`config.mk`:
```
export PLATFORM = sky130hd
export DESIGN_NAME = vct_crtc
export DESIGN_NICKNAME = d
export VERILOG_FILES = /design/src/pkg/vct_pkg.sv /design/src/verilog/vct_crtc.sv
export SDC_FILE = /design/constraint.sdc
export NUM_CORES = 1
export LEC_CHECK = 0
export BUFFER_PORTS_ARGS = -buffer_cell sky130_fd_sc_hd__buf_2
export CAP_MARGIN = 0
export CORE_MARGIN = 4
export CORE_UTILIZATION = 30
export DETAILED_ROUTE_END_ITERATION = 10
export HOLD_SLACK_MARGIN = 0.08
export PLACE_DENSITY = 0.45
export SYNTH_ARGS = -nofsm -noshare
export SYNTH_HDL_FRONTEND = slang
export SYNTH_SLANG_ARGS = --single-unit
```
`constraint.sdc`:
```
create_clock -name sys_clk -period 3.05 [get_ports sys_clk]
set_input_delay 0.61 -clock sys_clk [delete_from_list [all_inputs] [get_ports sys_clk]]
set_output_delay 0.61 -clock sys_clk [all_outputs]
set_load 0.02 [all_outputs]
```
`src/pkg/vct_pkg.sv`:
```
// Constants, register indices and video carrier types for the CRT timing block
package vct_pkg;
    // I/O port addresses for the two addressing modes
    localparam logic [15:0] VCT_INDEX_MONO  = 16'h03b4;
    localparam logic [15:0] VCT_DATA_MONO   = 16'h03b5;
    localparam logic [15:0] VCT_INDEX_COLOR = 16'h03d4;
    localparam logic [15:0] VCT_DATA_COLOR  = 16'h03d5;
    // Register indices
    localparam logic [7:0] IDX_HORIZONTAL_TOTAL       = 8'h00;
    localparam logic [7:0] IDX_HORIZONTAL_DISPLAY_END = 8'h01;
    localparam logic [7:0] IDX_HORIZONTAL_BLANK_START = 8'h02;
    localparam logic [7:0] IDX_HORIZONTAL_BLANK_END   = 8'h03;
    localparam logic [7:0] IDX_HORIZONTAL_SYNC_START  = 8'h04;
    localparam logic [7:0] IDX_HORIZONTAL_SYNC_END    = 8'h05;
    localparam logic [7:0] IDX_VERTICAL_TOTAL_LOW     = 8'h06;
    localparam logic [7:0] IDX_VERTICAL_HIGH_BITS     = 8'h07;
    localparam logic [7:0] IDX_PRESET_ROW_PANNING     = 8'h08;
    localparam logic [7:0] IDX_ROW_HEIGHT_CONTROL     = 8'h09;
    localparam logic [7:0] IDX_TEXT_CURSOR_START      = 8'h0a;
    localparam logic [7:0] IDX_TEXT_CURSOR_END        = 8'h0b;
    localparam logic [7:0] IDX_DISPLAY_START_HIGH     = 8'h0c;
    localparam logic [7:0] IDX_DISPLAY_START_LOW      = 8'h0d;
    localparam logic [7:0] IDX_CURSOR_LOCATION_HIGH   = 8'h0e;
    localparam logic [7:0] IDX_CURSOR_LOCATION_LOW    = 8'h0f;
    localparam logic [7:0] IDX_VSYNC_START_LOW        = 8'h10;
    localparam logic [7:0] IDX_VSYNC_END_CONTROL      = 8'h11;
    localparam logic [7:0] IDX_VDISPLAY_END_LOW       = 8'h12;
    localparam int         VCT_NUM_REGS               = 19;
    localparam logic [7:0] VCT_LAST_PROTECTED         = 8'h07;
    // Index field selecting the extended bank
    localparam logic [1:0] VCT_EXT_BANK               = 2'b10;
    // Field positions
    localparam int BIT_VSYNC_ACCESS_GATE   = 7;
    localparam int BIT_BLANK_END_BIT5      = 7;
    localparam int BIT_LINE_DOUBLING       = 7;
    localparam int BIT_CURSOR_OFF          = 5;
    localparam int BIT_WRITE_PROTECT       = 7;
    localparam int BIT_REFRESH_COUNT_SEL   = 6;
    localparam int BIT_LC8_IN_HIGH_BITS    = 4;
    localparam int SKEW_LSB                = 5;
    // Reset value of every stored register
    localparam logic [7:0] VCT_REG_RESET   = 8'h00;
    // Count offsets between programmed values and real spans
    localparam logic [8:0] VCT_HTOTAL_ADJ  = 9'd5;
    localparam logic [9:0] VCT_VTOTAL_ADJ  = 10'd2;

    // Registered video outputs
    typedef struct packed {
        logic display_enable;
        logic blank;
        logic hsync;
        logic vsync;
        logic cursor;
    } vct_video_t;

    // Memory fetch information
    typedef struct packed {
        logic [15:0] fetch_addr;
        logic [4:0]  row_scan;
        logic [1:0]  byte_pan;
    } vct_fetch_t;
endpackage

```
`src/verilog/vct_crtc.sv`:
```
// CRT controller register bank and display timing generator
`timescale 1ns/1ps
//
// Behaviour
// - Data port reads or writes the register chosen by index; mono or color address.
// - Horizontal total equals character clocks per scanline minus five.
// - Horizontal display end equals active character clocks minus one.
// - Blank end bit 7 gates access to vertical sync start and end.
// - Display enable skew delays display enable zero to three characters.
// - Six-bit blanking width; bit 5 in sync end bit 7; stays within total.
// - Sync delay field postpones horizontal sync by zero to three characters.
// - Five-bit sync width in character clocks, kept within horizontal total.
// - Ten-bit vertical total equals scanlines per frame minus two.
// - High-bits register holds the listed ninth and eighth bits.
// - Byte panning shifts display left by zero to three bytes.
// - Preset row picks the starting scanline of the first character row.
// - Row height minus one in bits 4:0, plus line compare and blank bits.
// - Line doubling bit shows every scanline twice.
// - Cursor spans start to end scanline; start bit 5 high turns it off.
// - Cursor skew delays the cursor zero to three character clocks.
// - High and low bytes form the sixteen-bit display start address.
// - High and low bytes form the sixteen-bit cursor address.
// - Ten-bit vertical sync start, high bits in the high-bits register.
// - Protect bit blocks writes to indices 0..7 except line compare bit 8.
// - Refresh count select is stored only and changes nothing.
// - Extended bank selected only when index bits 7:6 are binary 10.
module vct_crtc (
    // Clock and reset
    input  wire logic               sys_clk,
    input  wire logic               sys_rst,
    // Character clock strobe and address mode from the sequencer side
    input  wire logic               char_tick,
    input  wire logic               color_mode,
    // Host I/O port
    input  wire logic [15:0]        io_addr,
    input  wire logic               io_wr,
    input  wire logic               io_rd,
    input  wire logic [7:0]         io_wdata,
    output logic      [7:0]         io_rdata,
    output logic                    io_rvalid,
    // Extended register bank select
    output logic                    ext_sel,
    // Video timing toward the monitor and fetch logic
    output vct_pkg::vct_video_t     video,
    output vct_pkg::vct_fetch_t     fetch
);
    import vct_pkg::*;

    logic [7:0]  regs [0:VCT_NUM_REGS-1];
    logic [7:0]  register_select_index;
    logic [15:0] index_addr;
    logic [15:0] data_addr;
    logic        data_wr;
    logic        data_rd;
    logic        index_wr;
    logic        index_rd;
    logic        idx_in_range;
    logic        idx_is_vsync;
    logic        vsync_access_gate;
    logic        reg_ok;
    logic        write_protect;
    logic [4:0]  idx_lo;

    // Decoded fields
    logic [8:0]  htotal_last;
    logic [7:0]  hdisp_end;
    logic [7:0]  hblank_start;
    logic [5:0]  hblank_width;
    logic [7:0]  hsync_start;
    logic [4:0]  hsync_width;
    logic [1:0]  de_skew;
    logic [1:0]  hsync_delay;
    logic [9:0]  vtotal_last;
    logic [9:0]  vsync_start;
    logic [3:0]  vsync_width;
    logic [9:0]  vdisp_end;
    logic [1:0]  byte_pan_count;
    logic [4:0]  first_row_scanline;
    logic [4:0]  row_height;
    logic        line_doubling;
    logic        cursor_off;
    logic [4:0]  cursor_first;
    logic [4:0]  cursor_last;
    logic [1:0]  cursor_skew;
    logic [15:0] start_addr;
    logic [15:0] cursor_addr;

    // Counters and raw timing
    logic [8:0]  hcnt;
    logic [9:0]  vcnt;
    logic [4:0]  row_scan;
    logic        dbl_phase;
    logic [15:0] row_base;
    logic [15:0] char_addr;
    logic [8:0]  hblank_diff;
    logic [8:0]  hsync_diff;
    logic [9:0]  vsync_diff;
    logic        line_end;
    logic        frame_end;
    logic        row_advance;
    logic        hde_raw;
    logic        vde_raw;
    logic        hblank_raw;
    logic        hsync_raw;
    logic        vsync_raw;
    logic        cursor_raw;
    logic [2:0]  de_hist;
    logic [2:0]  hs_hist;
    logic [2:0]  cur_hist;
    logic        de_skewed;
    logic        hs_skewed;
    logic        cur_skewed;

    // Pick current value or one of the last three character samples
    function automatic logic skew_pick(input logic now, input logic [2:0] hist,
                                       input logic [1:0] code);
        logic res;
        res = now;
        case (code)
            2'd0:    res = now;
            2'd1:    res = hist[0];
            2'd2:    res = hist[1];
            2'd3:    res = hist[2];
            default: res = now;
        endcase
        return res;
    endfunction

    // Port decode follows the monochrome or color address pair
    assign index_addr = color_mode ? VCT_INDEX_COLOR : VCT_INDEX_MONO;
    assign data_addr  = color_mode ? VCT_DATA_COLOR : VCT_DATA_MONO;
    assign index_wr   = io_wr && (io_addr == index_addr);
    assign index_rd   = io_rd && (io_addr == index_addr);
    assign data_wr    = io_wr && (io_addr == data_addr);
    assign data_rd    = io_rd && (io_addr == data_addr);
    assign idx_lo     = register_select_index[4:0];

    // Extended bank is only the 10 pattern in the top two index bits
    assign ext_sel = register_select_index[7:6] == VCT_EXT_BANK;

    // Vertical sync pair hidden until the access gate is set
    assign vsync_access_gate = regs[3][BIT_VSYNC_ACCESS_GATE];
    assign idx_is_vsync = (register_select_index == IDX_VSYNC_START_LOW) ||
                          (register_select_index == IDX_VSYNC_END_CONTROL);
    assign idx_in_range = register_select_index < 8'(VCT_NUM_REGS);
    assign reg_ok = !ext_sel && idx_in_range &&
                    !(idx_is_vsync && !vsync_access_gate);
    assign write_protect = regs[17][BIT_WRITE_PROTECT];

    // Index register
    always_ff @(posedge sys_clk) begin
        if (sys_rst) begin
            register_select_index <= VCT_REG_RESET;
        end else if (index_wr) begin
            register_select_index <= io_wdata;
        end
    end

    // Register bank writes; protection leaves line compare bit 8 open
    always_ff @(posedge sys_clk) begin
        if (sys_rst) begin
            for (int i = 0; i < VCT_NUM_REGS; i++) begin
                regs[i] <= VCT_REG_RESET;
            end
        end else if (data_wr && reg_ok) begin
            if (write_protect && register_select_index <= VCT_LAST_PROTECTED) begin
                if (register_select_index == IDX_VERTICAL_HIGH_BITS) begin
                    regs[7][BIT_LC8_IN_HIGH_BITS] <= io_wdata[BIT_LC8_IN_HIGH_BITS];
                end
            end else begin
                regs[idx_lo] <= io_wdata;
            end
        end
    end

    // Read data registered; blocked or unmapped selections read zero
    always_ff @(posedge sys_clk) begin
        if (sys_rst) begin
            io_rdata  <= 8'h00;
            io_rvalid <= 1'b0;
        end else begin
            io_rvalid <= io_rd;
            if (index_rd) begin
                io_rdata <= register_select_index;
            end else if (data_rd && reg_ok) begin
                io_rdata <= regs[idx_lo];
            end else begin
                io_rdata <= 8'h00;
            end
        end
    end

    // Field extraction from the bank
    assign htotal_last  = {1'b0, regs[0]} + VCT_HTOTAL_ADJ - 9'd1;
    assign hdisp_end    = regs[1];
    assign hblank_start = regs[2];
    assign hblank_width = {regs[5][BIT_BLANK_END_BIT5], regs[3][4:0]};
    assign de_skew      = regs[3][SKEW_LSB+1:SKEW_LSB];
    assign hsync_start  = regs[4];
    assign hsync_delay  = regs[5][SKEW_LSB+1:SKEW_LSB];
    assign hsync_width  = regs[5][4:0];
    assign vtotal_last  = {regs[7][5], regs[7][0], regs[6]} + VCT_VTOTAL_ADJ - 10'd1;
    assign vsync_start  = {regs[7][7], regs[7][2], regs[16]};
    assign vdisp_end    = {regs[7][6], regs[7][1], regs[18]};
    assign vsync_width  = regs[17][3:0];
    assign byte_pan_count     = regs[8][SKEW_LSB+1:SKEW_LSB];
    assign first_row_scanline = regs[8][4:0];
    assign row_height    = regs[9][4:0];
    assign line_doubling = regs[9][BIT_LINE_DOUBLING];
    assign cursor_off    = regs[10][BIT_CURSOR_OFF];
    assign cursor_first  = regs[10][4:0];
    assign cursor_last   = regs[11][4:0];
    assign cursor_skew   = regs[11][SKEW_LSB+1:SKEW_LSB];
    assign start_addr    = {regs[12], regs[13]};
    assign cursor_addr   = {regs[14], regs[15]};

    // Line and frame boundaries; >= so a lowered total cannot strand a counter
    assign line_end    = char_tick && (hcnt >= htotal_last);
    assign frame_end   = line_end && (vcnt >= vtotal_last);
    assign row_advance = !line_doubling || dbl_phase;

    // Character counter wraps at the horizontal total
    always_ff @(posedge sys_clk) begin
        if (sys_rst) begin
            hcnt <= 9'd0;
        end else if (line_end) begin
            hcnt <= 9'd0;
        end else if (char_tick) begin
            hcnt <= hcnt + 9'd1;
        end
    end

    // Scanline counter wraps at the vertical total
    always_ff @(posedge sys_clk) begin
        if (sys_rst) begin
            vcnt <= 10'd0;
        end else if (frame_end) begin
            vcnt <= 10'd0;
        end else if (line_end) begin
            vcnt <= vcnt + 10'd1;
        end
    end

    // Doubling phase: each character scanline is shown on two lines
    always_ff @(posedge sys_clk) begin
        if (sys_rst) begin
            dbl_phase <= 1'b0;
        end else if (frame_end) begin
            dbl_phase <= 1'b0;
        end else if (line_end && line_doubling) begin
            dbl_phase <= !dbl_phase;
        end
    end

    // Row scan and row base; preset row sets where scrolling starts
    always_ff @(posedge sys_clk) begin
        if (sys_rst) begin
            row_scan <= 5'd0;
            row_base <= 16'h0000;
        end else if (frame_end) begin
            row_scan <= first_row_scanline;
            row_base <= start_addr;
        end else if (line_end && row_advance) begin
            if (row_scan >= row_height) begin
                row_scan <= 5'd0;
                row_base <= row_base + {8'h00, hdisp_end} + 16'h0001;
            end else begin
                row_scan <= row_scan + 5'd1;
            end
        end
    end

    // Character address walks the active part of each line
    always_ff @(posedge sys_clk) begin
        if (sys_rst) begin
            char_addr <= 16'h0000;
        end else if (frame_end) begin
            char_addr <= start_addr;
        end else if (line_end) begin
            if (row_advance && row_scan >= row_height) begin
                char_addr <= row_base + {8'h00, hdisp_end} + 16'h0001;
            end else begin
                char_addr <= row_base;
            end
        end else if (char_tick && hde_raw) begin
            char_addr <= char_addr + 16'h0001;
        end
    end

    // Window compares; software keeps each span inside its total
    assign hblank_diff = hcnt - {1'b0, hblank_start};
    assign hsync_diff  = hcnt - {1'b0, hsync_start};
    assign vsync_diff  = vcnt - vsync_start;
    assign hde_raw     = hcnt <= {1'b0, hdisp_end};
    assign vde_raw     = vcnt <= vdisp_end;
    assign hblank_raw  = (hcnt >= {1'b0, hblank_start}) &&
                         (hblank_diff < {3'b000, hblank_width});
    assign hsync_raw   = (hcnt >= {1'b0, hsync_start}) &&
                         (hsync_diff < {4'h0, hsync_width});
    assign vsync_raw   = (vcnt >= vsync_start) &&
                         (vsync_diff < {6'h00, vsync_width});
    assign cursor_raw  = !cursor_off && hde_raw && vde_raw &&
                         (char_addr == cursor_addr) &&
                         (row_scan >= cursor_first) && (row_scan <= cursor_last);

    // Character-wide history for the three skew selectors
    always_ff @(posedge sys_clk) begin
        if (sys_rst) begin
            de_hist  <= 3'b000;
            hs_hist  <= 3'b000;
            cur_hist <= 3'b000;
        end else if (char_tick) begin
            de_hist  <= {de_hist[1:0], hde_raw};
            hs_hist  <= {hs_hist[1:0], hsync_raw};
            cur_hist <= {cur_hist[1:0], cursor_raw};
        end
    end

    assign de_skewed  = skew_pick(hde_raw, de_hist, de_skew);
    assign hs_skewed  = skew_pick(hsync_raw, hs_hist, hsync_delay);
    assign cur_skewed = skew_pick(cursor_raw, cur_hist, cursor_skew);

    // Outputs from flip-flops to keep the monitor pins glitch free
    always_ff @(posedge sys_clk) begin
        if (sys_rst) begin
            video <= '0;
            fetch <= '0;
        end else begin
            video.display_enable <= de_skewed && vde_raw;
            video.blank          <= hblank_raw || !vde_raw;
            video.hsync          <= hs_skewed;
            video.vsync          <= vsync_raw;
            video.cursor         <= cur_skewed;
            fetch.fetch_addr     <= char_addr + {14'h0000, byte_pan_count};
            fetch.row_scan       <= row_scan;
            fetch.byte_pan       <= byte_pan_count;
        end
    end

    // Horizontal counter returns to zero after the last character
    a_hcnt_wrap: assert property (@(posedge sys_clk) disable iff (sys_rst)
        line_end |=> hcnt == 9'd0) else $error("hcnt did not wrap");

    // Display window closes right after display end
    a_hde_close: assert property (@(posedge sys_clk) disable iff (sys_rst)
        (de_skew == 2'd0 && hcnt == {1'b0, hdisp_end} + 9'd1) |=> !video.display_enable)
        else $error("display enable past end");

    // Vertical counter wraps at total plus two lines
    a_vcnt_wrap: assert property (@(posedge sys_clk) disable iff (sys_rst)
        frame_end |=> vcnt == 10'd0 && row_scan == $past(first_row_scanline))
        else $error("vcnt or row scan wrong at frame start");

    // Protected horizontal total register holds its value across a write
    a_protect_hold: assert property (@(posedge sys_clk) disable iff (sys_rst)
        (data_wr && write_protect && register_select_index == IDX_HORIZONTAL_TOTAL)
        |=> $stable(regs[0])) else $error("protected write landed");

    // Gated vertical sync register reads zero
    a_gate_read: assert property (@(posedge sys_clk) disable iff (sys_rst)
        (data_rd && !vsync_access_gate && idx_is_vsync) |=> io_rdata == 8'h00)
        else $error("gated register visible");

    // Extended bank write leaves the standard bank untouched
    a_ext_ignore: assert property (@(posedge sys_clk) disable iff (sys_rst)
        (data_wr && ext_sel) |=> $stable(regs[idx_lo]))
        else $error("extended write hit bank");

    // Cursor pin stays low while switched off and unskewed
    a_cursor_off: assert property (@(posedge sys_clk) disable iff (sys_rst)
        (cursor_off && cursor_skew == 2'd0) |=> !video.cursor)
        else $error("cursor shown while off");

    // Zero skew passes display enable to the pin one clock later
    a_skew_zero: assert property (@(posedge sys_clk) disable iff (sys_rst)
        (de_skew == 2'd0 && vde_raw) |=> video.display_enable == $past(hde_raw))
        else $error("zero skew delayed");

    // Two-character sync delay shows the compare from two ticks back
    a_sync_delay: assert property (@(posedge sys_clk) disable iff (sys_rst)
        (hsync_delay == 2'd2 && $past(char_tick) && $past(char_tick, 2))
        |=> video.hsync == $past(hsync_raw, 3)) else $error("sync delay wrong");

    // No sync pulse reaches the pin when width is zero
    a_sync_width: assert property (@(posedge sys_clk) disable iff (sys_rst)
        (hsync_width == 5'd0 && hsync_delay == 2'd0) |=> !video.hsync)
        else $error("sync with zero width");
endmodule

```
Yosys cells after proc, flatten, opt, wreduce, memory -nomap -nowiden
Memory sizes are Yosys's and may differ from the RTL's. A register that Yosys moved wholly into a read port is not among the register bits.
Cells that the tools add are included.
- register bits after elaboration: 111
- bits in latches: 0
- bits in writable memories: 152
- bits in read-only memories: 0
- input port bits: 30
- output and inout port bits: 38
- logic and storage cells: 146
- memories kept: 1
- memories (memory ; depth ; bits a word ; read ports ; clocked after memory_dff ; wr ports ; RTL line ; source):
    regs ; 19 ; 8 ; 20 ; 1 ; 19 ; vct_crtc.sv:49 ; logic [7:0] regs [0:VCT_NUM_REGS-1];
- $add $sub $neg: 14
- multiply operators: 0
- divide/modulo/power cells: 0
- order comparisons: 15
- equality and inequality tests: 16
- shift-type cells: 0
- mux-type cells: 34
- bitwise gates (word level): 1
- reductions and logical operators: 45
- operators by type and width (cell ; number):
    2-to-1 mux 16 bit ; 7
    adder 16 x 1 -> 16 bit, second input constant ; 2
    equality test 16 x 10 -> 1 bit ; 2
    2-to-1 mux 5 bit ; 6
    logical AND 1 bit ; 25
    2-to-1 mux 8 bit ; 3
    >= comparator 10 bit ; 2
    >= comparator 9 x 8 -> 1 bit ; 2
    subtractor 9 x 8 -> 9 bit ; 2
    adder 16 x 2 -> 16 bit ; 1
    adder 16 x 8 -> 16 bit ; 1
    equality test 16 bit ; 1
    equality test 8 x 5 -> 1 bit, second input constant ; 2
    equality test 2 bit, second input constant ; 7
    2-to-1 mux 7 bit ; 2
    2-to-1 mux 1 bit ; 13
    one-hot mux 1 bit (4 select lines) ; 3
    adder 10 x 1 -> 10 bit, second input constant ; 1
    adder 10 x 2 -> 10 bit, second input constant ; 1
    >= comparator 5 bit ; 2
    <= comparator 10 bit ; 1
    < comparator 10 x 4 -> 1 bit ; 1
    subtractor 10 x 1 -> 10 bit, second input constant ; 1
    subtractor 10 bit ; 1
    22 further kinds ; 36

Longest topological paths before layout
Gate-level depths: netlist of run 1.
- depth in word-level cells: 11
- gate-level depth with buffers: 16
- depth with buffers taken out: 15

Least setup slack after synthesis of run 1
No wires, ideal clock.
- path type: reg2reg
- start point: mem regs[6][2]
- end point: reg row_base[14]
- library setup time: 0.117 ns
- arrival time: 3.119 ns
- data required time: 2.933 ns
- setup slack: -0.186 ns
- stages on the path, launching flop included: 14
- buffers on the path: 2
- period minus slack after synthesis: 3.236 ns
- cells stage by stage: edfxtp_1 and3_1 and2_1 and4_1 xnor2_1 ha_1 a2111oi_0 o211ai_1 and2_1 buf_2 nand2_1 buf_4 mux2_2 a32o_1
- RTL lines (item ; RTL line ; source):
    start, declared ; vct_crtc.sv:49 ;
    end signal, assigned ; vct_crtc.sv:262 ; row_base <= start_addr;
    end signal, assigned ; vct_crtc.sv:266 ; row_base <= row_base + {8'h00, hdisp_end} + 16'h0001;
    end, declared ; vct_crtc.sv:93 ; logic [15:0] row_base;

==> qor.txt, run 1 <==
YOSYS
-------------------------------------------------------------------------------
Sequential-to-total area share from yosys stat                            50.5%
Synth cell types                                                             78
Synth Flop Type                                                    sky130_fd_sc_hd__edfxtp_1
Post-synthesis average cell area                                     11.3 sq um
Top cell type's share of synthesized area                                 37.9%
Number of enable flip-flop cells after synthesis                            248
Synthesized area                                                    19600 sq um
Synthesis-stage register bit count                                          372
Post-synthesis instance total                                              1739
Dominant cell type by area after synthesis                         sky130_fd_sc_hd__edfxtp_1
Async SR Flop Fraction                                                       0%
Yosys warns                                                                   0
Cells taking the most area after synthesis                         sky130_fd_sc_hd__edfxtp_1 38%, sky130_fd_sc_hd__dfxtp_1 13%, sky130_fd_sc_hd__mux4_2 9.3%, sky130_fd_sc_hd__ha_1 6.8%, sky130_fd_sc_hd__nor2_1 4.5%

ROUTE
-------------------------------------------------------------------------------
Via total after detailed routing                                          14500
Residual antenna-violating net count after detailed routing                   0
Iter 0 DRT Violations                                                      1250
Final Routed Wirelength                                                 62.8 mm
Remaining routing DRC violations                                              0
Average vias per placed instance                                           4.99
Routed length per instance                                              21.6 um
Total iterations of the first detailed-routing run                            5

DIE
-------------------------------------------------------------------------------
Starting density of the core                                              30.4%
Boundary pin count                                                           68
Die height                                                               264 um
Count of standard-cell rows                                                  93
Die outline area                                                    69700 sq um
Area of the placeable core                                          64700 sq um
Die X                                                                    264 um

POWER AND IR DROP
-------------------------------------------------------------------------------
Pleak                                                                   9.54 nW
Switching power of the nets                                             2.74 mW
Overall power after layout                                              11.6 mW
Cell internal pwr                                                       8.88 mW
Power per unit of standard cell area                                482 nW/um^2
Worst IR drop on VDD                                                 0.000339 V
Switching share of power                                                  23.6%
Share of total power in combinational logic                                6.6%
Sequential Power Share                                                    48.7%
Clock network fraction of total power                                     44.7%

CLOCK TREE
-------------------------------------------------------------------------------
CTS Buf Count                                                                44
Library cell used as clock root buffer                             sky130_fd_sc_hd__clkbuf_16
CTS tree                                                                   done
Depth of the CTS H-tree                                                       2
Clock latency reported for the late side of the worst-skew pair         0.58 ns
Clock transition at the registers of the reported paths                 0.06 ns
CTS sink count                                                              372
Maximum clock insertion buffer count                                          3

GRT
-------------------------------------------------------------------------------
Largest net degree at the start of global routing                            74
Global-route wire length before repair                                  93.2 mm
Gr ovfl total                                                                 0
Via count of the first global-routing pass                                14700
All-layer global routing usage                                            17.6%
Antenna violations before repair                                              4

STA
-------------------------------------------------------------------------------
Final setup margin                                                   -0.0727 ns
Share of the cycle needed by the critical path after routing               102%
Max-slew headroom                                                         49.3%
Worst clock skew on the final layout                                  0.0143 ns
Hold Fails Final Rpt                                                          0
Total of endpoints with negative setup slack in the final report              1
Final slew viol count                                                         0
Maximum frequency from static timing analysis                           320 MHz
Worst-Margin Slew                                                      0.759 ns
Setup repair after global routing missed its margin                        true
Post-layout minimum cycle time                                          3.12 ns

OUTCOME
-------------------------------------------------------------------------------
Status                                                             finished with violations
Violations in the final reports                                    negative setup slack

PLACEMENT
-------------------------------------------------------------------------------
Area post-placement                                                 22500 sq um
Dpl hpwl                                                                46.8 mm
Final weighted congestion in routability-driven placement                 0.866
Quantity of I/O buffers inserted on ports                                    67

CRITICAL PATH
-------------------------------------------------------------------------------
Crit path cell chain                                               ha_2 -> inv_2 -> fa_2 -> a21o_1 -> buf_4 -> buf_4 -> a221oi_1 -> xnor2_1 -> or4_4 -> a211oi_4 -> nand2b_1 -> a221oi_2
Endpoint arrival time on the critical path                              3.61 ns
Worst-path cell with the longest stage delay                       sky130_fd_sc_hd__or4_4
Largest fanout on the critical path                                           2
Largest stage delay on the critical path                                0.44 ns
Worst endpoint required time                                            3.53 ns
Startpoint types                                                           flop
Most repeated library cell on the critical path                    sky130_fd_sc_hd__buf_4
Depth of the worst register-to-register path                                 12
Setup crit end kind                                                        flop
WS Path Type                                                       flop to flop

CELLS AND AREA
-------------------------------------------------------------------------------
Flip-flop and latch area                                             9940 sq um
Design area                                                         24100 sq um
Fraction of layout cells with a size suffix above 1                       20.5%
Area of combinational cells with multiple inputs                     9570 sq um
Area delta synth->final                                                   22.8%
ANT cells                                                                     0
Layout filler cell count                                                   6463
Final-stage net count                                                      2163
Final Core Density                                                        37.3%

HOLD PATH
-------------------------------------------------------------------------------
Worst hold path type                                               input port to flop
Min-Delay Path Depth                                                          2

FLOW RUN
-------------------------------------------------------------------------------
Maximum Capacitance Violations                                                0

-- worst max-delay path: cells and delay by family (launching register included) --
kind	cells	cell delay (ns)
flip-flops	1	0.36
adder cells (fa/ha/maj)	2	0.58
AO/OA/AOI/OAI	4	1.10
AND/OR/NAND/NOR	2	0.54
buffers and inverters	3	0.29
XOR/XNOR	1	0.14
-- metrics by stage --
stage / hold WS, ns / worst slack, ns / instances / TNS (ns)
2_1_floorplan: 0.447 / 0.0119 / 1842 / 0
3_3_place_gp: 0.457 / -0.391 / 2822 / -1.26
3_5_place_dp: 0.470 / -0.402 / 2822 / -2.15
4_1_cts: 0.270 / 0.0239 / 2904 / 0
5_1_grt: 0.300 / -0.264 / 2913 / -0.462
6_report: 0.314 / -0.0727 / 2913 / -0.0727
-- Yosys cell counts (20+ instances only) --
library cell               number
sky130_fd_sc_hd__ha_1         106
sky130_fd_sc_hd__mux2i_1       35
sky130_fd_sc_hd__edfxtp_1     248
sky130_fd_sc_hd__mux4_2        81
sky130_fd_sc_hd__a21o_1        20
sky130_fd_sc_hd__inv_1        106
sky130_fd_sc_hd__o21ai_0       61
sky130_fd_sc_hd__clkbuf_1      51
sky130_fd_sc_hd__xnor2_1       34
sky130_fd_sc_hd__and3_1        44
sky130_fd_sc_hd__nand2_1      139
sky130_fd_sc_hd__nand3_1       34
sky130_fd_sc_hd__dfxtp_1      124
sky130_fd_sc_hd__nor2_1       237
sky130_fd_sc_hd__a21oi_1       55
sky130_fd_sc_hd__xor2_1        60
sky130_fd_sc_hd__nor3_1        33
-- final cells by class --
class,count,area share [%]
clock inverter,15,0.555
sequential,372,41.2
timing repair buffer,215,7.21
inverter,106,1.65
clock buffer,67,5.27
tap,855,4.44
multi-input combinational,1283,39.7
-- power groups by stage --
stage               combinational, mW  clock [mW]  sequential [mW]
floorplan                       0.455           0             5.70
global placement                0.735           0             5.76
detailed placement              0.740           0             5.77
CTS                             0.747        5.33             5.66
global route                    0.844        5.56             5.67
finish                          0.766        5.20             5.66
-- final timing paths --
path | slack [ns] | endpoint | start
worst max-delay path | -0.07 | video[2] | regs[4][0]
worst min-delay path | 0.31 | regs[18][4] | sys_rst
worst max register to register | -0.07 | video[2] | regs[4][0]
worst min register to register | 0.48 | row_base[0] | row_base[0]
-- cells by family (layout without fill, tap and decap cells) --
kind of cell,count (synthesis),in the layout,synth area share (%)
AO/OA/AOI/OAI,255,255,8.82
adder cells (fa/ha/maj),111,111,7.26
other,1,104,0.0191
flip-flops,372,372,50.5
AND/OR/NAND/NOR,598,598,14.1
multiplexers,121,121,11.4
XOR/XNOR,94,94,4.19
buffers and inverters,187,403,3.73
-- state kept, by name, summed over array words and instances (netlist names), 5 cells and up, named ones only --
name                   count
register_select_index      8
row_base                  16
hcnt                       9
char_addr                 16
io_rdata                   8
row_scan                   5
vcnt                      10
regs                     256
video                      5
fetch                     23
-- metal layers --
layer  global-route usage (%)  routed length, um  up-vias
met1                     24.8              29000     7205
met3                     3.32               3570       91
met2                     27.8              28600      388
met5                        0                  0        -
met4                     4.81               1610        0
li1                         -                  -     6849
-- repair_timing --
item | in CTS | in global routing
resized for setup | 8 | 41
pin swaps | 1 | 23
gates cloned | 0 | 1
hold buffers | 0 | 0
setup endpoints to repair | 24 | 47
buffers inserted | 0 | 8
-- layout by cell type (no fill, tap or decap), drive strengths merged, types with 33 or more instances in the layout --
| cell type | Yosys | routed |
|---|---|---|
| edfxtp | 248 | 248 |
| nor2 | 238 | 238 |
| buf | 30 | 214 |
| nand2 | 145 | 145 |
| dfxtp | 124 | 124 |
| inv | 106 | 106 |
| ha | 106 | 106 |
| conb | 1 | 104 |
| mux4 | 81 | 81 |
| clkbuf | 51 | 67 |
| o21ai | 66 | 66 |
| xor2 | 60 | 60 |
| a21oi | 56 | 56 |
| and3 | 44 | 44 |
| mux2i | 35 | 35 |
| nand3 | 34 | 34 |
| xnor2 | 34 | 34 |
| nor3 | 33 | 33 |
(Power assumes the default switching activity.)
==> run 2: changes to the inputs <==
Settings changed: ABC_AREA set to 1.
==> qor.txt, run 2 <==
CELLS AND AREA
------------------------------------------------------------------------------------------
Leading cell types in the layout, fill and taps excluded                      467 x sky130_fd_sc_hd__nand2_1, 299 x sky130_fd_sc_hd__nor2_1, 253 x sky130_fd_sc_hd__inv_1
Final-stage net count                                                                 2877
Registers with the highest flip-flop counts                                   regs x256, fetch x23
Register bank with the most flops                                                     regs
ANT cells                                                                                0
Flip-flop count of the largest register after layout                                   256
Design area                                                                    24700 sq um
Final instance count without filler cells                                             3705
Fraction of layout cells with a size suffix above 1                                  11.6%
Area delta synth->final                                                              19.3%
Most common cell after layout, fill and taps aside                            sky130_fd_sc_hd__nand2_1

PLACEMENT
------------------------------------------------------------------------------------------
Dpl hpwl                                                                           48.9 mm
Number of cells in the design after placement                                         3613
Quantity of I/O buffers inserted on ports                                               67
Final weighted congestion in routability-driven placement                            0.883
Area post-placement                                                            23100 sq um

DIE
------------------------------------------------------------------------------------------
Die outline area                                                               73400 sq um
Area of the placeable core                                                     68600 sq um
Boundary pin count                                                                      68
Count of standard-cell rows                                                             96
Die height                                                                          271 um
Die X                                                                               271 um
Starting density of the core                                                         30.2%

STA
------------------------------------------------------------------------------------------
Final slew viol count                                                                    0
Max-slew headroom                                                                    49.8%
Worst-Margin Slew                                                                 0.753 ns
Worst clock skew on the final layout                                             0.0284 ns
Maximum frequency from static timing analysis                                      349 MHz
Total of endpoints with negative setup slack in the final report                         0
Share of the cycle needed by the critical path after routing                         94.0%
Setup repair after global routing missed its margin                                   true
Hold Fails Final Rpt                                                                     0
Post-layout minimum cycle time                                                     2.87 ns

CRITICAL PATH
------------------------------------------------------------------------------------------
Largest fanout on the critical path                                                      3
Launch instance of the worst register-to-register path                          regs[6][1]
WS Path Type                                                                  flop to flop
Worst endpoint required time                                                       3.51 ns
Startpoint types                                                                      flop
Crit path cell chain                                                          nand2_1 -> nor2_2 -> nand3_2 -> nor2_2 -> nand3_1 -> xor2_1 -> ha_1 -> a21oi_1 -> o21a_1 -> nand4_1 -> buf_4 -> buf_4 -> a211oi_1 -> a21oi_1
Endpoint of the lowest-slack register-to-register path                         row_scan[4]
Worst-path cell with the longest stage delay                                  sky130_fd_sc_hd__edfxtp_1
Depth of the worst register-to-register path                                            14
Setup crit end kind                                                                   flop
Endpoint arrival time on the critical path                                         3.33 ns
Largest stage delay on the critical path                                           0.37 ns
Reg2Reg Setup Slack                                                                0.18 ns

YOSYS
------------------------------------------------------------------------------------------
Share of synthesized cell area in full adder, half adder and majority cells          6.88%
Cells taking the most area after synthesis                                    sky130_fd_sc_hd__edfxtp_1 36%, sky130_fd_sc_hd__dfxtp_1 12%, sky130_fd_sc_hd__nand2_1 8.5%, sky130_fd_sc_hd__ha_1 6.4%, sky130_fd_sc_hd__nor2_1 5.5%
Synth Flop Type                                                               sky130_fd_sc_hd__edfxtp_1
Sequential-to-total area share from yosys stat                                       47.9%
Dominant cell type by area after synthesis                                    sky130_fd_sc_hd__edfxtp_1
Synthesized area                                                               20700 sq um
Async SR Flop Fraction                                                                  0%
Post-synthesis average cell area                                                8.23 sq um
Compound-cell area share of the yosys netlist                                        12.0%
Fraction of the mapped netlist area in simple logic gates                            23.4%
Share of cell area taken by muxes after synthesis                                       0%
Top cell type's share of synthesized area                                            35.9%
Synthesis-stage register bit count                                                     372
Yosys warns                                                                              0
Combinational family with the most area after synthesis                       simple AND/OR/NAND/NOR gates
Post-synthesis instance total                                                         2521
Xor/xnor share of the synthesized area                                               2.70%
Synth cell types                                                                        49
Number of enable flip-flop cells after synthesis                                       248
Most frequent cells after synthesis                                           470 x sky130_fd_sc_hd__nand2_1, 305 x sky130_fd_sc_hd__nor2_1, 255 x sky130_fd_sc_hd__inv_1
Most used standard cell by instance count after synthesis                     sky130_fd_sc_hd__nand2_1

GRT
------------------------------------------------------------------------------------------
Gr ovfl total                                                                            0
Largest net degree at the start of global routing                                       93
All-layer global routing usage                                                       18.1%
Antenna violations before repair                                                         2
Global-route wire length before repair                                              103 mm
Via count of the first global-routing pass                                           17500

POWER AND IR DROP
------------------------------------------------------------------------------------------
Pleak                                                                              10.4 nW
Power per unit of standard cell area                                           489 nW/um^2
Worst IR drop on VDD                                                            0.000441 V

ROUTE
------------------------------------------------------------------------------------------
Average vias per placed instance                                                      4.83
Remaining routing DRC violations                                                         0
Routed length per instance                                                         18.6 um
Total iterations of the first detailed-routing run                                       5
Via total after detailed routing                                                     17900
Iter 0 DRT Violations                                                                 1294
Residual antenna-violating net count after detailed routing                              0
Final Routed Wirelength                                                            68.8 mm

CLOCK TREE
------------------------------------------------------------------------------------------
Clock transition at the registers of the reported paths                            0.06 ns
CTS sink count                                                                         372
CTS tree                                                                              done
Depth of the CTS H-tree                                                                  2
CTS Buf Count                                                                           46
Maximum clock insertion buffer count                                                     3
Clock latency reported for the late side of the worst-skew pair                    0.61 ns
Library cell used as clock root buffer                                        sky130_fd_sc_hd__clkbuf_16

HOLD PATH
------------------------------------------------------------------------------------------
Worst min-delay path endpoint                                                 register_select_index[7]
Hold Crit Start                                                                io_wdata[7]
Min-Delay Path Depth                                                                     3
Worst hold path type                                                          input port to flop

OUTCOME
------------------------------------------------------------------------------------------
Status                                                                        complete, no violations

FLOW RUN
------------------------------------------------------------------------------------------
Maximum Capacitance Violations                                                           0

## run 2: through the flow
stage / setup slack, ns / util [%] / setup TNS, ns / power (mW) / hold slack (ns)
floorplan: 0.282 / - / 0 / 6.23 / 0.441
global placement: 0.150 / 33.6 / 0 / 6.53 / 0.449
detailed placement: 0.0448 / 33.6 / 0 / 6.55 / 0.452
CTS: 0.0293 / 35.9 / 0 / 12.3 / 0.312
global route: -0.0243 / 36.1 / -0.0855 / 12.6 / 0.352
finish: 0.184 / 36.1 / 0 / 12.1 / 0.350
## run 2: timing repair
item                                    CTS  global route
setup buffers                             0             4
resized for setup                         1            16
pin swaps                                 0             4
hold buffers                              0             0
cloned                                    0             2
endpoints found under the setup margin    1            47
## run 2: cell type report
type                       instances  area (sq um)
fill                            7191         43800
clock inverter                    30           345
multi-input combinational       1867          9770
timing repair buffer             176          1310
inverter                         273          1030
clock buffer                      56          1200
tap                              931          1160
sequential                       372          9930
## run 2: metal layers
| layer | track usage [%] | wire, um | vias to the layer above |
|---|---|---|---|
| li1 | - | - | 8826 |
| met1 | 23.8 | 30600 | 8538 |
| met2 | 30.8 | 32700 | 447 |
| met3 | 2.94 | 3650 | 102 |
| met4 | 5.23 | 1840 | 0 |
| met5 | 0 | 0 | - |
## run 2: power by group
| group | total (mW) | leakage, nW | switching, mW | internal [mW] |
|---|---|---|---|---|
| clock network | 5.64 | 0.756 | 2.31 | 3.33 |
| registers | 5.65 | 3.52 | 0.119 | 5.54 |
| logic | 0.797 | 6.12 | 0.531 | 0.266 |
## run 2: worst max path at each step
stage | to | slack, ns | start
2_1_floorplan | char_addr[2] | 0.28 | regs[6][2]
3_3_place_gp | row_base[12] | 0.15 | regs[6][1]
3_5_place_dp | row_base[15] | 0.04 | regs[6][1]
4_1_cts | char_addr[9] | 0.03 | regs[6][1]
5_1_grt | char_addr[13] | -0.02 | regs[6][1]
6_report | row_scan[4] | 0.18 | regs[6][1]
## run 2: logic make-up (layout without fill, tap and decap cells)
kind of cell | Yosys count | in the layout
flip-flops | 372 | 372
adder cells (fa/ha/maj) | 111 | 111
buffers and inverters | 385 | 535
AO/OA/AOI/OAI | 465 | 465
AND/OR/NAND/NOR | 1123 | 1123
XOR/XNOR | 64 | 64
other | 1 | 104
## run 2: critical path, delay by kind of cell (launching register included)
| kind | cells | cell delay (ns) |
|---|---|---|
| and+or+nand+nor | 6 | 0.78 |
| AOI/OAI and AO/OA | 4 | 0.76 |
| DFF | 1 | 0.37 |
| buffers and inverters | 2 | 0.35 |
| adders and majority gates | 1 | 0.31 |
| xor gates and xnor gates | 1 | 0.15 |
==> run 3: changes to the inputs <==
Settings changed: CORE_ASPECT_RATIO set to 1.25, GPL_ROUTABILITY_DRIVEN set to 1.
==> qor.txt, run 3 (synthesis results as in run 2) <==
STA
-------------------------------------------------------------------------------
Sum of negative setup slack                                                0 ns
Post-layout minimum cycle time                                          2.87 ns
Maximum frequency from static timing analysis                           348 MHz
Worst clock skew on the final layout                                  0.0181 ns
Setup repair after global routing missed its margin                       false
Max-slew headroom                                                         46.0%
Hold Fails Final Rpt                                                          0
Final slew viol count                                                         0
Total of endpoints with negative setup slack in the final report              0
Share of the cycle needed by the critical path after routing              94.1%
Worst-Margin Slew                                                      0.810 ns

PLACEMENT
-------------------------------------------------------------------------------
Quantity of I/O buffers inserted on ports                                    67
Final weighted congestion in routability-driven placement                 0.872
Number of cells in the design after placement                              3553
Dpl hpwl                                                                49.2 mm

CELLS AND AREA
-------------------------------------------------------------------------------
Registers with the highest flip-flop counts                        regs x256, fetch x23
Area delta synth->final                                                   19.0%
Final-stage net count                                                      2875
Fraction of layout cells with a size suffix above 1                       11.4%
Register bank with the most flops                                          regs
ANT cells                                                                     0
Layout filler cell count                                                   7159
Final instance count without filler cells                                  3640
Flip-flop and latch area                                             9930 sq um
Most common cell after layout, fill and taps aside                 sky130_fd_sc_hd__nand2_1
Area of combinational cells with multiple inputs                     9770 sq um
Flip-flop count of the largest register after layout                        256
Leading cell types in the layout, fill and taps excluded           468 x sky130_fd_sc_hd__nand2_1, 298 x sky130_fd_sc_hd__nor2_1, 254 x sky130_fd_sc_hd__inv_1

CRITICAL PATH
-------------------------------------------------------------------------------
Launch instance of the worst register-to-register path               regs[6][1]
Worst-path cell with the longest stage delay                       sky130_fd_sc_hd__edfxtp_1
Endpoint arrival time on the critical path                              3.38 ns
Startpoint types                                                           flop
Crit path cell chain                                               ha_2 -> nand3_1 -> nor2_2 -> nand2_1 -> xor2_1 -> ha_1 -> nand2_1 -> nor2_2 -> o211ai_1 -> nand4_1 -> buf_6 -> nand3_4 -> buf_4 -> clkbuf_16 -> o21ai_0 -> inv_1 -> nand2_1 -> a21oi_1
Worst path bufs/invs                                                          4
WS Path Type                                                       flop to flop
Largest fanout on the critical path                                          16
Worst endpoint required time                                            3.56 ns
Depth of the worst register-to-register path                                 18
Top cell family by delay on the critical path                      simple AND/OR/NAND/NOR gates
Largest stage delay on the critical path                                0.38 ns
Setup crit end kind                                                        flop
Reg2Reg Setup Slack                                                     0.18 ns
Endpoint of the lowest-slack register-to-register path             char_addr[9]
Most repeated library cell on the critical path                    sky130_fd_sc_hd__nand2_1

DIE
-------------------------------------------------------------------------------
Die X                                                                    243 um
Die outline area                                                    73400 sq um
Count of standard-cell rows                                                 107
Boundary pin count                                                           68
Starting density of the core                                              30.4%
Die height                                                               302 um
Area of the placeable core                                          68300 sq um

GRT
-------------------------------------------------------------------------------
Via count of the first global-routing pass                                17700
Antenna violations before repair                                              1
Gr ovfl total                                                                 0
Largest net degree at the start of global routing                            74
All-layer global routing usage                                            18.3%
Global-route wire length before repair                                   104 mm

ROUTE
-------------------------------------------------------------------------------
Total iterations of the first detailed-routing run                            7
Residual antenna-violating net count after detailed routing                   0
Highest metal layer with signal wires                                      met4
Via total after detailed routing                                          17900
Average vias per placed instance                                           4.93
Remaining routing DRC violations                                              0
Final Routed Wirelength                                                 68.9 mm
Routed length per instance                                              18.9 um
Iter 0 DRT Violations                                                      1205
Routed met2 length                                                      34.8 mm
Met3 WL                                                                 2.87 mm
Met1 layer wirelength in the final routing                              28.6 mm

CLOCK TREE
-------------------------------------------------------------------------------
CTS Buf Count                                                                44
Clock transition at the registers of the reported paths                 0.06 ns
Maximum clock insertion buffer count                                          3
Depth of the CTS H-tree                                                       2
Library cell used as clock root buffer                             sky130_fd_sc_hd__clkbuf_16
Clock latency reported for the late side of the worst-skew pair         0.59 ns
CTS sink count                                                              372
CTS tree                                                                   done

POWER AND IR DROP
-------------------------------------------------------------------------------
Worst IR drop on VDD                                                 0.000400 V
Pleak                                                                   10.4 nW
Power per unit of standard cell area                                481 nW/um^2

HOLD PATH
-------------------------------------------------------------------------------
Worst min-delay path endpoint                                      register_select_index[7]
Worst hold path type                                               input port to flop
Hold Crit Start                                                     io_wdata[7]
Min-Delay Path Depth                                                          3

FLOW RUN
-------------------------------------------------------------------------------
Maximum Capacitance Violations                                                0

OUTCOME
-------------------------------------------------------------------------------
Status                                                             complete, no violations

run 3: how the worst max path moves through the flow:
stage	start	to	slack [ns]	cells past startpoint
after floorplan	regs[6][2]	char_addr[2]	0.28	16
after global placement	io_addr[3]	regs[9][2]	0.12	14
after detailed placement	regs[6][1]	char_addr[11]	0.08	17
after CTS	regs[6][1]	char_addr[11]	0.04	17
after global routing	regs[0][2]	vcnt[5]	0.003	15
final	regs[6][1]	char_addr[9]	0.18	18
run 3: where the power goes:
part	switching, mW	total [mW]	internal [mW]
Sequential	0.116	5.65	5.53
Combinational	0.530	0.796	0.265
Clock	2.23	5.43	3.20
Total	2.87	11.9	9.00
run 3: final cells by class:
class / count / area share (%)
sequential: 372 / 40.2
timing repair buffer: 176 / 5.70
multi-input combinational: 1867 / 39.6
inverter: 273 / 4.16
tap: 872 / 4.42
clock buffer: 54 / 4.65
clock inverter: 26 / 1.27
run 3: per-layer routing:
layer / global-route usage [%] / vias up
li1: - / 8812
met1: 22.0 / 8562
met2: 33.2 / 433
met3: 2.63 / 123
met4: 6.64 / 0
met5: 0 / -
run 3: per-stage QoR:
stage                     setup WS (ns)  util [%]  hold WS, ns  area [sq um]  total power [mW]
after floorplan                   0.282         -        0.441         21100              6.23
after global placement            0.119      33.8        0.450         23100              6.54
after detailed placement         0.0799      33.8        0.453         23100              6.55
after CTS                        0.0445      35.9        0.317         24500              12.0
after global routing            0.00272      36.2        0.342         24700              12.3
final                             0.179      36.2        0.345         24700              11.9
run 3: worst reg2reg max path: cells and delay by family (launching register included):
kind | cells | cell delay, ns
AOI/OAI and AO/OA | 3 | 0.31
DFF | 1 | 0.38
adders and majority gates | 2 | 0.49
buffers and inverters | 4 | 0.58
xor gates and xnor gates | 1 | 0.24
and+or+nand+nor | 8 | 0.79
run 3: what timing repair did:
action                                  CTS  global route
endpoints found under the setup margin    0            34
resized for setup                         0            18
hold buffers                              0             0
setup buffers                             0             4
